===== config.mk =====
export PLATFORM = sky130hd
export DESIGN_NAME = gcr_top
export DESIGN_NICKNAME = d
export VERILOG_FILES = /design/src/verilog/gcr_pkg.sv /design/src/verilog/gcr_pulse.sv /design/src/verilog/gcr_top.sv
export SDC_FILE = /design/constraint.sdc
export NUM_CORES = 1
export LEC_CHECK = 0
export BUFFER_PORTS_ARGS = -buffer_cell sky130_fd_sc_hd__buf_2
export CORE_MARGIN = 4
export CORE_UTILIZATION = 40
export CTS_CLUSTER_DIAMETER = 50
export DETAILED_ROUTE_END_ITERATION = 8
export PLACE_DENSITY_LB_ADDON = 0.08
export SLEW_MARGIN = 20
export SYNTH_ARGS = -nofsm -noshare
export SYNTH_HDL_FRONTEND = slang
export SYNTH_SLANG_ARGS = --single-unit

===== constraint.sdc =====
create_clock -name clk -period 4.2 [get_ports clk]
set_clock_uncertainty 0.15 [all_clocks]
set_input_delay 0.42 -clock clk [delete_from_list [all_inputs] [get_ports clk]]
set_output_delay 0.42 -clock clk [all_outputs]
set_load 0.05 [all_outputs]

===== src/verilog/gcr_pkg.sv =====
// Package for the global configuration register group.
// Assumes an 8-bit configuration register port with one-cycle strobes.
package gcr_pkg;
    localparam int          ADDR_W         = 8;
    localparam int          DATA_W         = 8;
    localparam logic [7:0]  ADDR_SWRST     = 8'h02;
    localparam logic [7:0]  ADDR_LDN       = 8'h07;
    localparam logic [7:0]  ADDR_TRIG_A    = 8'h10;
    localparam logic [7:0]  ADDR_TRIG_B    = 8'h11;
    localparam logic [7:0]  ADDR_UNLOCK    = 8'h26;
    localparam int          SWRST_BIT      = 0;
    localparam int          UNLOCK_BIT     = 4;
    localparam logic [7:0]  LDN_RESET      = 8'h00;
    localparam logic [7:0]  TRIG_A_RESET   = 8'hFF;
    localparam logic [7:0]  TRIG_B_RESET   = 8'hFF;
    localparam logic [7:0]  TRIG_B_MASK    = 8'hFE;
    localparam logic [7:0]  UNLOCK_RESET   = 8'h00;
    localparam int          SWRST_PULSE_CY = 1;
endpackage


===== src/verilog/gcr_pulse.sv =====
// Self-clearing pulse generator for the software reset command.
// Assumes a synchronous trigger on the same clock.
`timescale 1ns/100ps
module gcr_pulse #(
    parameter int WIDTH = 1
) (
    input  wire logic clk,
    input  wire logic rst_n,
    input  wire logic trigger,
    output logic      pulse
);
    import gcr_pkg::*;

    logic [7:0] count;
    logic [7:0] next_count;
    logic       next_pulse;

    initial begin
        if (WIDTH < 1 || WIDTH > 255) begin
            $error("gcr_pulse: WIDTH out of range");
        end
    end

    // Reload on trigger, count down otherwise; nothing is stored afterwards
    always_comb begin
        next_count = count;
        if (trigger) begin
            next_count = 8'(WIDTH);
        end else if (count != 8'h00) begin
            next_count = count - 8'h01;
        end
        next_pulse = (next_count != 8'h00);
    end

    always_ff @(posedge clk or negedge rst_n) begin
        if (!rst_n) begin
            count <= 8'h00;
            pulse <= 1'b0;
        end else begin
            count <= next_count;
            pulse <= next_pulse;
        end
    end
endmodule


===== src/verilog/gcr_top.sv =====
// Global configuration registers: software reset, device select, IRQ trigger types.
// Assumes a plain register port on clk; rstn is the host bus reset.
//
// Operation
// Writing one to bit 0 of the reset command starts a configuration reset.
// Reset command at 0x02 is write-only; bits 7..1 ignored, reads zero.
// Logical device number at 0x07, read/write, eight bits, resets to zero.
// Host bus reset returns every register here to its default.
// Trigger type register at 0x10 resets to FFh; 0 edge, 1 level per bit.
// Trigger type register at 0x11 resets to FFh; bits 7..1 act, bit 0 reserved.
// Software sets unlock bit 4 before touching either trigger type register.
// Software reset is a self-clearing pulse; the command leaves no state.
//
// Chosen here: the address-and-strobe port.
`timescale 1ns/100ps
module gcr_top (
    input  wire logic                       clk,
    input  wire logic                       rstn,
    input  wire logic [gcr_pkg::ADDR_W-1:0] addr,
    input  wire logic [gcr_pkg::DATA_W-1:0] wdata,
    input  wire logic                       wr,
    input  wire logic                       rd,
    output logic      [gcr_pkg::DATA_W-1:0] rdata,
    output logic                            soft_reset,
    output logic      [7:0]                 logical_device,
    output logic      [7:0]                 trig_level_a,
    output logic      [7:0]                 trig_level_b
);
    import gcr_pkg::*;

    logic       rst_meta;
    logic       rst_sync;
    logic [7:0] ldn;
    logic [7:0] trig_a;
    logic [7:0] trig_b;
    logic [7:0] unlock;
    logic [7:0] next_ldn;
    logic [7:0] next_trig_a;
    logic [7:0] next_trig_b;
    logic [7:0] next_unlock;
    logic [7:0] next_rdata;
    logic       swrst_req;
    logic       swrst_pulse;
    logic       cfg_rst_n;

    // Reset release through two flops so every register leaves reset together
    always_ff @(posedge clk or negedge rstn) begin
        if (!rstn) begin
            rst_meta <= 1'b0;
            rst_sync <= 1'b0;
        end else begin
            rst_meta <= 1'b1;
            rst_sync <= rst_meta;
        end
    end

    assign swrst_req = wr && (addr == ADDR_SWRST) && wdata[SWRST_BIT];

    // Pulse ends by itself, so nothing stays latched at the command address
    gcr_pulse #(
        .WIDTH (SWRST_PULSE_CY)
    ) u_pulse (
        .clk     (clk),
        .rst_n   (rst_sync),
        .trigger (swrst_req),
        .pulse   (swrst_pulse)
    );

    // Software reset also restores this group; bus reset takes priority
    assign cfg_rst_n = rst_sync;

    // Register updates; trigger type writes only land while unlocked, soft reset restores them regardless
    always_comb begin
        next_ldn    = ldn;
        next_trig_a = trig_a;
        next_trig_b = trig_b;
        next_unlock = unlock;
        if (swrst_pulse) begin
            next_ldn    = LDN_RESET;
            next_trig_a = TRIG_A_RESET;
            next_trig_b = TRIG_B_RESET;
            next_unlock = UNLOCK_RESET;
        end else if (wr) begin
            case (addr)
                ADDR_LDN:    next_ldn = wdata;
                ADDR_UNLOCK: next_unlock = wdata;
                ADDR_TRIG_A: begin
                    if (unlock[UNLOCK_BIT]) begin
                        next_trig_a = wdata;
                    end
                end
                ADDR_TRIG_B: begin
                    if (unlock[UNLOCK_BIT]) begin
                        next_trig_b = (wdata & TRIG_B_MASK) | (~TRIG_B_MASK & TRIG_B_RESET);
                    end
                end
                default: next_ldn = ldn;
            endcase
        end
    end

    // Read mux; write-only, locked and unmapped addresses read zero
    always_comb begin
        next_rdata = 8'h00;
        if (rd) begin
            case (addr)
                ADDR_LDN:    next_rdata = ldn;
                ADDR_UNLOCK: next_rdata = unlock;
                ADDR_TRIG_A: next_rdata = unlock[UNLOCK_BIT] ? trig_a : 8'h00;
                ADDR_TRIG_B: next_rdata = unlock[UNLOCK_BIT] ? (trig_b & TRIG_B_MASK) : 8'h00;
                ADDR_SWRST:  next_rdata = 8'h00;
                default:     next_rdata = 8'h00;
            endcase
        end
    end

    always_ff @(posedge clk or negedge cfg_rst_n) begin
        if (!cfg_rst_n) begin
            ldn    <= LDN_RESET;
            trig_a <= TRIG_A_RESET;
            trig_b <= TRIG_B_RESET;
            unlock <= UNLOCK_RESET;
            rdata  <= 8'h00;
        end else begin
            ldn    <= next_ldn;
            trig_a <= next_trig_a;
            trig_b <= next_trig_b;
            unlock <= next_unlock;
            rdata  <= next_rdata;
        end
    end

    // Outputs registered copies for the rest of the chip
    always_ff @(posedge clk or negedge cfg_rst_n) begin
        if (!cfg_rst_n) begin
            soft_reset     <= 1'b0;
            logical_device <= LDN_RESET;
            trig_level_a   <= TRIG_A_RESET;
            trig_level_b   <= TRIG_B_RESET & TRIG_B_MASK; // Reserved bit never shows
        end else begin
            soft_reset     <= swrst_pulse;
            logical_device <= ldn;
            trig_level_a   <= trig_a;
            trig_level_b   <= trig_b & TRIG_B_MASK;
        end
    end
endmodule


Word-level counts from Yosys, hierarchy flattened
Index checks and enable logic that the tools add are counted.
{"block": "word_totals", "ff_bits": 75, "out_inout_bits": 33}
{"block": "op_classes", "add_sub_neg": 1, "eq_ne": 5, "mux": 20, "reduce_logical": 14}
{"cell": "2-to-1 mux 8 bit", "n": 19}
{"cell": "one-hot mux 8 bit (4 select lines)", "n": 1}
{"cell": "equality test 8 x 5 -> 1 bit (second input constant)", "n": 2}
{"cell": "nonzero test 8 bit", "n": 2}
{"cell": "nonzero test 2 bit", "n": 6}
{"cell": "equality test 8 x 2 -> 1 bit (second input constant)", "n": 1}
{"cell": "equality test 8 x 3 -> 1 bit (second input constant)", "n": 1}
{"cell": "equality test 8 x 6 -> 1 bit (second input constant)", "n": 1}
{"cell": "subtractor 8 x 1 -> 8 bit (second input constant)", "n": 1}
{"cell": "AND reduction 3 bit", "n": 2}
{"cell": "AND reduction 2 bit", "n": 2}
{"cell": "logical AND 1 bit", "n": 2}

Longest topological paths before layout
Gate-level depths: netlist of the first run.
{"block": "depth", "word_depth": 5, "depth_mapped": 8, "mapped_depth_nobuf": 6}

Hierarchy
A second synthesis of the first run with hierarchy kept.
{"block": "hier_totals", "hier_cells": 296, "area_unflattened_um2": 3398.3}
{"module": "gcr_top", "n_inst": 1, "cells_each": 235, "area_per_inst_um2": 2840.2, "seq_area_each_um2": 1664.1}
{"module": "gcr_pulse", "n_inst": 1, "cells_each": 61, "area_per_inst_um2": 558.0, "seq_area_each_um2": 225.2}

Worst setup path before layout of the first run
No wires, ideal clock.
{"block": "synth_timing", "kind": "input to register", "from": "in addr[2] (netlist name)", "to": "reg u_pulse.count[2]", "setup_ps": 123, "arrival_ps": 1718, "required_ps": 3927, "slack_ps": 2209, "cell_stages": 4, "path_cell_list": "or4b_2 or4_4 nand2_1 nor2_1"}
{"block": "synth_between", "elab_chain_len": 4}
{"item": "start: declaration", "line": "gcr_top.sv:19", "text": "input wire logic [gcr_pkg::ADDR_W-1:0] addr,"}
{"item": "equality test 8 x 2 -> 1 bit", "line": "gcr_top.sv:57", "text": "assign swrst_req = wr && (addr == ADDR_SWRST) && wdata[SWRST_BIT];"}
{"item": "logical AND 1 bit (2 in series)", "line": "gcr_top.sv:57"}
{"item": "2-to-1 mux 8 bit", "line": "gcr_pulse.sv:27", "text": "if (trigger) begin"}
{"item": "named net u_pulse.next_count[2]", "line": "gcr_pulse.sv:15", "text": "logic [7:0] next_count;"}
{"item": "end signal: assignment", "line": "gcr_pulse.sv:40", "text": "count <= next_count;"}
{"item": "end: declaration", "line": "gcr_pulse.sv:14", "text": "logic [7:0] count;"}
The timed path passes the listed nets, and every way through them passes these cells.
A chain may end at the register's enable or synchronous reset.

Final worst setup path of the first run
{"block": "layout_timing", "from": "in addr[3] (netlist name)", "to": "reg trig_a[6]"}
{"block": "layout_between", "elab_chain_len": 3}
{"item": "equality test 8 x 5 -> 1 bit", "line": "gcr_top.sv:84", "text": "case (addr)"}
{"item": "nonzero test 2 bit (no source line)"}
{"item": "AND reduction 3 bit (no source line)"}
{"item": "end signal: assignment", "line": "gcr_top.sv:126", "text": "trig_a <= next_trig_a;"}
{"item": "end: declaration", "line": "gcr_top.sv:34", "text": "logic [7:0] trig_a;"}
Every way passes these cells.

==> impl_metrics.toml, run 1 <==
[clock_tree]
htree_levels = 3
clock_path_buffers = 2
clock-root-buffer = "clkbuf_8"
cts_tree = "done"
insertion_delay_ns = 0.33
clkSinkCount = 74
postCtsSetupBuffers = 0
cts_buffers = 9
clk_pin_slew_ns = 0.08

[sta]
fmaxAchievable_ghz = 0.4622
worstMarginPinSlew_ns = 0.7823
hold_ws_ns = 0.1790
min_period_ns = 2.164
slew_violations = 0
setup_viol = 0
tns_ns = 0
period_share_pct = 51.52
slew_headroom_pct = 47.45
hold_viol_final = 0
grt_setup_unrepaired = "false"

[layout]
nNetsFinal = 357
final_cells = 442
fillers = 718
antenna_cells = 0
area_growth_pct = 16.94
layout-drive-gt1-share_pct = 33.53

[setup_path]
rr_endpoint = "u_pulse.count[5]$_DFF_PN0_"
critPathKind = "primary input to register"
slowest_stage = "nand4b_1"
worstPathMaxFanout = 16
r2r_cells = 4
crit_family = "simple AND/OR/NAND/NOR gates"
arrival_ns = 2.28
worstPathRequired_ns = 4.31
path_buf_inv = 1
start_kind = "primary input"
max_stage_delay_ns = 0.73
r2r_setup_slack_ns = 2.26
endpoint_kind = "register"
cp_cell_sequence = "buf_2 -> nor4b_1 -> nand4b_1 -> a211o_1"
r2r-start = "u_pulse.count[5]$_DFF_PN0_"

[floorplanning]
pin_count = 53
die_w_um = 97.10
core_area_um2 = 7727
die_h_um = 97.10
die_area_um2 = 9428
num_rows = 32
initial_core_util_pct = 41.09

[yosys]
synth_fa_ha_area_share_pct = 0.7880
yosysSeqAreaShare_pct = 59.50
synth_xor_area_share_pct = 1.931
ys_seq_elements = 74
synth-warning-count = 0
syn_inst = 285
syn_area_um2 = 3176
synth_simple_gate_area_share_pct = 16.04
ys_async_sr_fraction_pct = 100.0
syn_avg_cell_area_um2 = 11.14
post_synth_num_cell_types = 39
synth_compound_area_share_pct = 9.141
syn_nets = 307
ys.flop_type = "dfrtp_1"
synth-edff-count = 0
synth_top_family_by_area = "simple AND/OR/NAND/NOR gates"
synth_mux_area_share_pct = 7.526

[drt]
antenna_left = 0
drcViolationCount = 0
vias_per_cell = 5.070
first_iter_violations = 100
wl_per_cell_um = 15.92
firstDrtPassIters = 4
totalWireLength_um = 7036
via_count = 2241

[power_and_ir_drop]
vdd.ir_drop.worst_mv = 0.2313
p_leak_nw = 1.535
power_frac_comb_pct = 14.6
power_mw = 1.619
p_int_mw = 1.144
p_per_area_nw_per_um2 = 436.0
clockPowerShare_pct = 33.2
p_sw_mw = 0.4752
swShare_pct = 29.35
seqPwrFrac_pct = 52.2

[grt]
overflow = 0
grt_pass1_vias = 2299
grtUsageTotal_pct = 15.75
grt_pass1_wl_um = 11760
antenna_found_initial = 0
grt_max_degree = 44

[placed_design]
io_buffers = 51
dp_cells = 425
gp_congestion = 0.8612
dp_hpwl_um = 4782

[hold_path]
min_path_type = "register to async pin"

[run]
maxCapViolations = 0

[run_status]
outcome = "completed"
worst reg2reg max path, delay by kind of cell, from the launching register on:
family / cells / cell delay (ns)
DFF: 1 / 0.43
and+or+nand+nor: 4 / 1.24
power by group through the flow:
stage | Combinational, mW | Sequential, mW | Clock, mW
after floorplan | 0.210 | 0.819 | 0
after global placement | 0.236 | 0.857 | 0
after detailed placement | 0.237 | 0.854 | 0
after CTS | 0.239 | 0.843 | 0.558
after global routing | 0.270 | 0.855 | 0.587
final | 0.237 | 0.845 | 0.537
worst max-delay path by stage:
stage | depth (start not counted) | startpoint | endpoint
final | 4 | addr[3] | trig_a[6]$_DFFE_PN1P_
after global routing | 4 | addr[3] | trig_a[6]$_DFFE_PN1P_
after CTS | 4 | addr[3] | trig_a[6]$_DFFE_PN1P_
after detailed placement | 4 | addr[3] | trig_a[6]$_DFFE_PN1P_
after global placement | 4 | addr[3] | trig_a[6]$_DFFE_PN1P_
after floorplan | 0 | cfg_rst_n$_DFF_PN0_ | ldn[0]$_DFFE_PN0P_
placed cells by master, fill, tap and decap left out, drive strengths merged, types with 2 or more instances in the layout:
| master | instances |
|---|---|
| nor2 | 40 |
| conb | 2 |
| a21oi | 9 |
| or4b | 2 |
| xnor2 | 3 |
| o21ai | 9 |
| o211a | 2 |
| nor4b | 5 |
| clkbuf | 10 |
| a211o | 16 |
| nand3b | 2 |
| nand2 | 15 |
| clkinv | 3 |
| nor3 | 21 |
| xor2 | 4 |
| nand2b | 3 |
| mux2i | 16 |
| buf | 52 |
| mux2 | 7 |
| inv | 28 |
| dfrtp | 44 |
| dfstp | 30 |
| ha | 2 |
state kept, by name, indices dropped and copies added (netlist names):
register	flops
cfg_rst_n	1
trig_b	7
trig_level_a	8
u_pulse.count	8
trig_a	8
ldn	8
logical_device	8
soft_reset	1
trig_level_b	7
rdata	8
u_pulse.pulse	1
rst_meta	1
unlock	8
what timing repair did:
action | 4_1_cts | 5_1_grt
hold endpoints to repair | 2 | 0
hold buffers | 1 | 0
resized for setup | 0 | 0
area by class of cell:
type / count / area [µm²] / area share, %
flip-flops and latches: 74 / 1892 / 50.94
multi-input cells: 171 / 1132 / 30.49
repair buffers: 53 / 272.8 / 7.345
clock buffers: 10 / 127.6 / 3.437
well taps: 102 / 127.6 / 3.437
inverters: 26 / 97.59 / 2.628
clock inverters: 6 / 63.81 / 1.718
synthesized netlist by cell type (3+ instances only):
cell type,n,area share [%]
nand2b_1,3,0.59
mux2i_1,16,5.0
nand2_1,15,1.8
a211o_1,16,4.4
a21oi_1,9,1.4
o21ai_0,9,1.4
xnor2_1,3,0.83
nor3_1,19,3.0
nor4b_1,4,1.1
nor2_1,40,4.7
inv_1,26,3.1
dfstp_2,30,25
mux2_2,7,2.5
dfrtp_1,44,35
xor2_1,4,1.1
clkbuf_1,13,1.5
logic make-up after synthesis:
family | count (synthesis)
AO/OA/AOI/OAI | 41
XOR/XNOR | 7
adder cells (fa/ha/maj) | 2
buffers and inverters | 40
flip-flops | 74
multiplexers | 23
other | 2
AND/OR/NAND/NOR | 96
stage by stage:
stage | cell area [µm²] | utilization [%] | worst slack [ns]
6_report | 3714 | 48.06 | 2.036
5_1_grt | 3714 | 48.06 | 1.857
4_1_cts | 3712 | 48.04 | 2.018
3_5_place_dp | 3511 | 45.43 | 1.645
3_3_place_gp | 3511 | 45.43 | 1.683
2_1_floorplan | 3176 | - | 1.889
metal layers:
metal  wire length [µm]  global-route usage (%)
met3                248                   3.159
met4                162                   7.451
met2               3522                   25.80
met1               3102                   20.02
met5                  0                       0
(Power assumes the default switching activity.)
==> run 2: changes to the inputs <==
Clock period 4.2 ns to 2 ns, I/O delays scaled along.
==> impl_metrics.toml, run 2 (synthesis results as in run 1) <==
[setup_path]
max_stage_delay_ns = 0.38
r2r_setup_slack_ns = 0.22
rr_endpoint = "u_pulse.pulse$_DFF_PN0_"
endpoint_kind = "register"
critPathKind = "register to register"
start_kind = "register"
r2r_cells = 6
slowest_stage = "dfrtp_1"
worstPathRequired_ns = 2.11
r2r-start = "u_pulse.count[0]$_DFF_PN0_"
cp_cell_sequence = "inv_1 -> ha_1 -> nor4b_1 -> a22o_1 -> o211a_1 -> o21ai_0"
crit_family = "compound AO/OA/AOI/OAI gates"
path_buf_inv = 1
arrival_ns = 1.89
worstPathMaxFanout = 8

[layout]
multi_input_area_um2 = 1132
nNetsFinal = 376
antenna_cells = 0
area_growth_pct = 22.26
seq_area_um2 = 1891
fillers = 748
layout.cells.most_common = "buf_2"
final_cell_mix = "51 x buf_2, 43 x dfrtp_1, 40 x nor2_1, 30 x dfstp_2, 26 x inv_1"
layout-drive-gt1-share_pct = 35.38

[floorplanning]
die_w_um = 97.10
die_h_um = 97.10
num_rows = 32
pin_count = 53
initial_core_util_pct = 41.09
core_area_um2 = 7727
die_area_um2 = 9428

[clock_tree]
ctsResizeCount = 0
postCtsSetupBuffers = 0
hold_buffers = 6
cts_buffers = 9
htree_levels = 3
clk_pin_slew_ns = 0.08
clock_path_buffers = 2
cts_tree = "done"
clock-root-buffer = "clkbuf_8"
clkSinkCount = 74
insertion_delay_ns = 0.35

[sta]
period_share_pct = 89.01
slew_violations = 0
fmaxAchievable_ghz = 0.5617
hold_ws_ns = 0.005682
slew_headroom_pct = 65.54
min_period_ns = 1.780
hold_viol_final = 0
worstMarginPinSlew_ns = 0.5096
grt_setup_unrepaired = "false"
tns_ns = 0
setup_viol = 0

[hold_path]
hp-start = "wdata[6]"
min_to = "ldn[6]$_DFFE_PN0P_"
hold_depth = 3
min_path_type = "primary input to register"

[placed_design]
gp_congestion = 0.7986
dp_hpwl_um = 4759
io_buffers = 51

[grt]
grtUsageTotal_pct = 15.79
antenna_found_initial = 0
overflow = 0
grt_pass1_wl_um = 11710
grt_max_degree = 73
grt_pass1_vias = 2310

[power_and_ir_drop]
vdd.ir_drop.worst_mv = 0.4410
p_leak_nw = 1.618
p_per_area_nw_per_um2 = 866.3
power_mw = 3.363

[drt]
antenna_left = 0
wl_per_cell_um = 14.86
totalWireLength_um = 6851
vias_per_cell = 4.885
firstDrtPassIters = 4
first_iter_violations = 95
via_count = 2252
drcViolationCount = 0

[run_status]
outcome = "completed"

[run]
maxCapViolations = 0
[run 2: cell count changes in the layout (fill, tap and decap cells not counted)]
cell,delta
dfrtp_1,+1
bufinv_16,-1
clkinvlp_4,+1
dlygate4sd3_1,+5
buf_12,+3
dfrtp_2,-1
buf_4,+11
[run 2: worst reg2reg max path: stages, from the launching register on]
cell and delay (ns):
dfrtp_1 0.38, inv_1 0.08, ha_1 0.33, nor4b_1 0.09, a22o_1 0.24, o211a_1 0.23, o21ai_0 0.19
[run 2: area by class of cell]
type	count	share of cell area [%]
Clock buffer	10	3.287
Inverter	26	2.514
Sequential cell	74	48.69
Tap cell	102	3.287
Timing Repair Buffer	72	11.99
Clock inverter	6	1.063
Multi-Input combinational cell	171	29.17
[run 2: where the power goes]
group | switching, mW | internal, mW | total (mW) | leakage, nW
combinational | 0.351 | 0.285 | 0.635 | 0.632
sequential | 0.118 | 1.59 | 1.71 | 0.899
clock | 0.565 | 0.453 | 1.02 | 0.0870
[run 2: routing by layer]
layer,vias to the layer above,wire [µm],track usage (%)
met5,-,0,0
met4,0,61,6.156
met3,5,286,4.092
met2,44,3494,25.48
met1,1103,3009,20.37
li1,1100,-,-
[run 2: worst max path at each step]
stage / from / to / slack [ns] / cells past startpoint
finish: u_pulse.count[0]$_DFF_PN0_ / u_pulse.pulse$_DFF_PN0_ / 0.22 / 6
global route: u_pulse.count[1]$_DFF_PN0_ / u_pulse.pulse$_DFF_PN0_ / 0.09 / 6
CTS: u_pulse.count[0]$_DFF_PN0_ / u_pulse.pulse$_DFF_PN0_ / 0.21 / 6
detailed placement: addr[3] / u_pulse.count[5]$_DFF_PN0_ / 0.01 / 5
global placement: addr[3] / u_pulse.count[5]$_DFF_PN0_ / 0.04 / 5
floorplan: u_pulse.count[0]$_DFF_PN0_ / u_pulse.pulse$_DFF_PN0_ / 0.14 / 8
[run 2: through the flow]
step / util, % / instances / setup slack (ns) / cell area (µm²)
floorplan: - / 285 / 0.1353 / 3177
global placement: 47.28 / 439 / 0.04276 / 3654
detailed placement: 47.28 / 439 / 0.01133 / 3654
CTS: 50.24 / 461 / 0.2084 / 3882
global route: 50.24 / 461 / 0.08591 / 3882
finish: 50.24 / 461 / 0.2197 / 3882
==> run 3: changes to the inputs <==
--- a/config.mk
+++ b/config.mk
@@ -8,5 +8,5 @@
 export BUFFER_PORTS_ARGS = -buffer_cell sky130_fd_sc_hd__buf_2
 export CORE_MARGIN = 4
-export CORE_UTILIZATION = 40
+export CORE_UTILIZATION = 50
 export CTS_CLUSTER_DIAMETER = 50
 export DETAILED_ROUTE_END_ITERATION = 8
==> constraint.sdc (replaced) <==
create_clock -name clk -period 2 [get_ports clk]
set_clock_uncertainty 0.15 [all_clocks]
set_input_delay 0.2 -clock clk [delete_from_list [all_inputs] [get_ports clk]]
set_output_delay 0.2 -clock clk [all_outputs]
set_load 0.1 [all_outputs]
==> impl_metrics.toml, run 3 (synthesis results as in run 1) <==
[layout]
nNetsFinal = 376
final_area_um2 = 3924
fillers = 502
area_growth_pct = 23.56
antenna_cells = 0
layout-drive-gt1-share_pct = 35.10
seq_area_um2 = 1891
layout.cells.most_common = "buf_2"
final_util_pct = 65.12
final_cell_mix = "51 x buf_2, 43 x dfrtp_1, 40 x nor2_1, 30 x dfstp_2, 26 x inv_1"
multi_input_area_um2 = 1132

[clock_tree]
cts_tree = "done"
clock-root-buffer = "clkbuf_8"
hold_buffers = 6
cts_buffers = 9
postCtsSetupBuffers = 0
ctsResizeCount = 0
insertion_delay_ns = 0.34
htree_levels = 3
clock_path_buffers = 2
clkSinkCount = 74
clk_pin_slew_ns = 0.08

[grt]
overflow = 0
grtUsageTotal_pct = 18.99
use_met2_pct = 31.30
antenna_found_initial = 0
grt_pass1_vias = 2297
grt_pass1_wl_um = 11000
top_usage_layer = "met2"
grt_max_degree = 38
use_met1_pct = 24.03
use_met3_pct = 5.174

[run]
maxCapViolations = 0

[setup_path]
worstPathMaxFanout = 8
start_kind = "register"
crit_start = "u_pulse.count[0]$_DFF_PN0_"
r2r-start = "u_pulse.count[0]$_DFF_PN0_"
critPathKind = "register to register"
worstPathRequired_ns = 2.09
arrival_ns = 1.90
endpoint_kind = "register"

[placed_design]
dpl_cell_area_um2 = 3620
gp_congestion = 0.8096
dp_hpwl_um = 4641
io_buffers = 51
pre_cts_slack_ns = 0.02944

[floorplanning]
die_area_um2 = 7690
die_h_um = 87.70
num_rows = 28
pin_count = 53
die_w_um = 87.70
initial_core_util_pct = 52.70
core_area_um2 = 6026

[drt]
first_iter_violations = 94
vias_per_cell = 5.302
firstDrtPassIters = 4
via_count = 2301
totalWireLength_um = 6613
wl_per_cell_um = 15.24
antenna_left = 0
drcViolationCount = 0

[sta]
tns_ns = 0
worstMarginPinSlew_ns = 0.5388
slew_violations = 0
worst_slack_ns = 0.1932
period_share_pct = 90.34
setup_viol = 0
slew_headroom_pct = 64.08
hold_viol_final = 0
grt_setup_unrepaired = "false"
fmaxAchievable_ghz = 0.5535
min_period_ns = 1.807

[power_and_ir_drop]
p_per_area_nw_per_um2 = 959.5
p_leak_nw = 1.654
vdd.ir_drop.worst_mv = 0.5443

[run_status]
outcome = "completed"

[hold_path]
hp-start = "wdata[7]"
min_path_type = "primary input to register"
-- run 3: cell type report --
class                      count  area share, %
multi-input combinational    171          28.86
sequential                    74          48.18
timing repair buffer          72          11.86
clock buffer                  12          3.699
tap                           75          2.392
clock inverter                 4          2.519
inverter                      26          2.487
-- run 3: final timing paths --
| kind | to | slack, ns | cells after the start |
|---|---|---|---|
| max | u_pulse.pulse$_DFF_PN0_ | 0.19 | 6 |
| max in group asynchronous | cfg_rst_n$_DFF_PN0_ | 1.03 | 3 |
| min in group asynchronous | soft_reset$_DFF_PN0_ | 0.16 | 1 |
| min | ldn[7]$_DFFE_PN0P_ | 0.01 | 3 |
| max reg2reg | u_pulse.pulse$_DFF_PN0_ | 0.19 | 6 |
| min reg2reg | soft_reset$_DFF_PN0_ | 0.16 | 1 |
-- run 3: power by group --
| part | internal (mW) | leakage [nW] | switching, mW |
|---|---|---|---|
| registers | 1.59 | 0.899 | 0.123 |
| logic | 0.290 | 0.634 | 0.361 |
| clock network | 0.867 | 0.121 | 0.532 |
-- run 3: routing by layer --
| layer | wire length (µm) | vias up |
|---|---|---|
| met5 | 0 | - |
| met4 | 81 | 0 |
| met3 | 363 | 8 |
| met2 | 3252 | 64 |
| met1 | 2915 | 1132 |
| li1 | - | 1097 |
-- run 3: through the flow --
stage | hold slack [ns] | std cells | power, mW
detailed placement | -0.1618 | 412 | 2.380
finish | 0.01144 | 434 | 3.765
global placement | -0.1645 | 412 | 2.370
CTS | 0.003386 | 434 | 3.789
global route | 0.001171 | 434 | 3.945
floorplan | -0.2456 | 285 | 2.177
-- run 3: worst max-delay path, cell delays in order, from the launching register on --
cell and delay, ns:
dfrtp_1 0.38, inv_1 0.08, ha_1 0.36, nor4b_1 0.09, a22o_1 0.24, o211a_1 0.22
o21ai_0 0.20
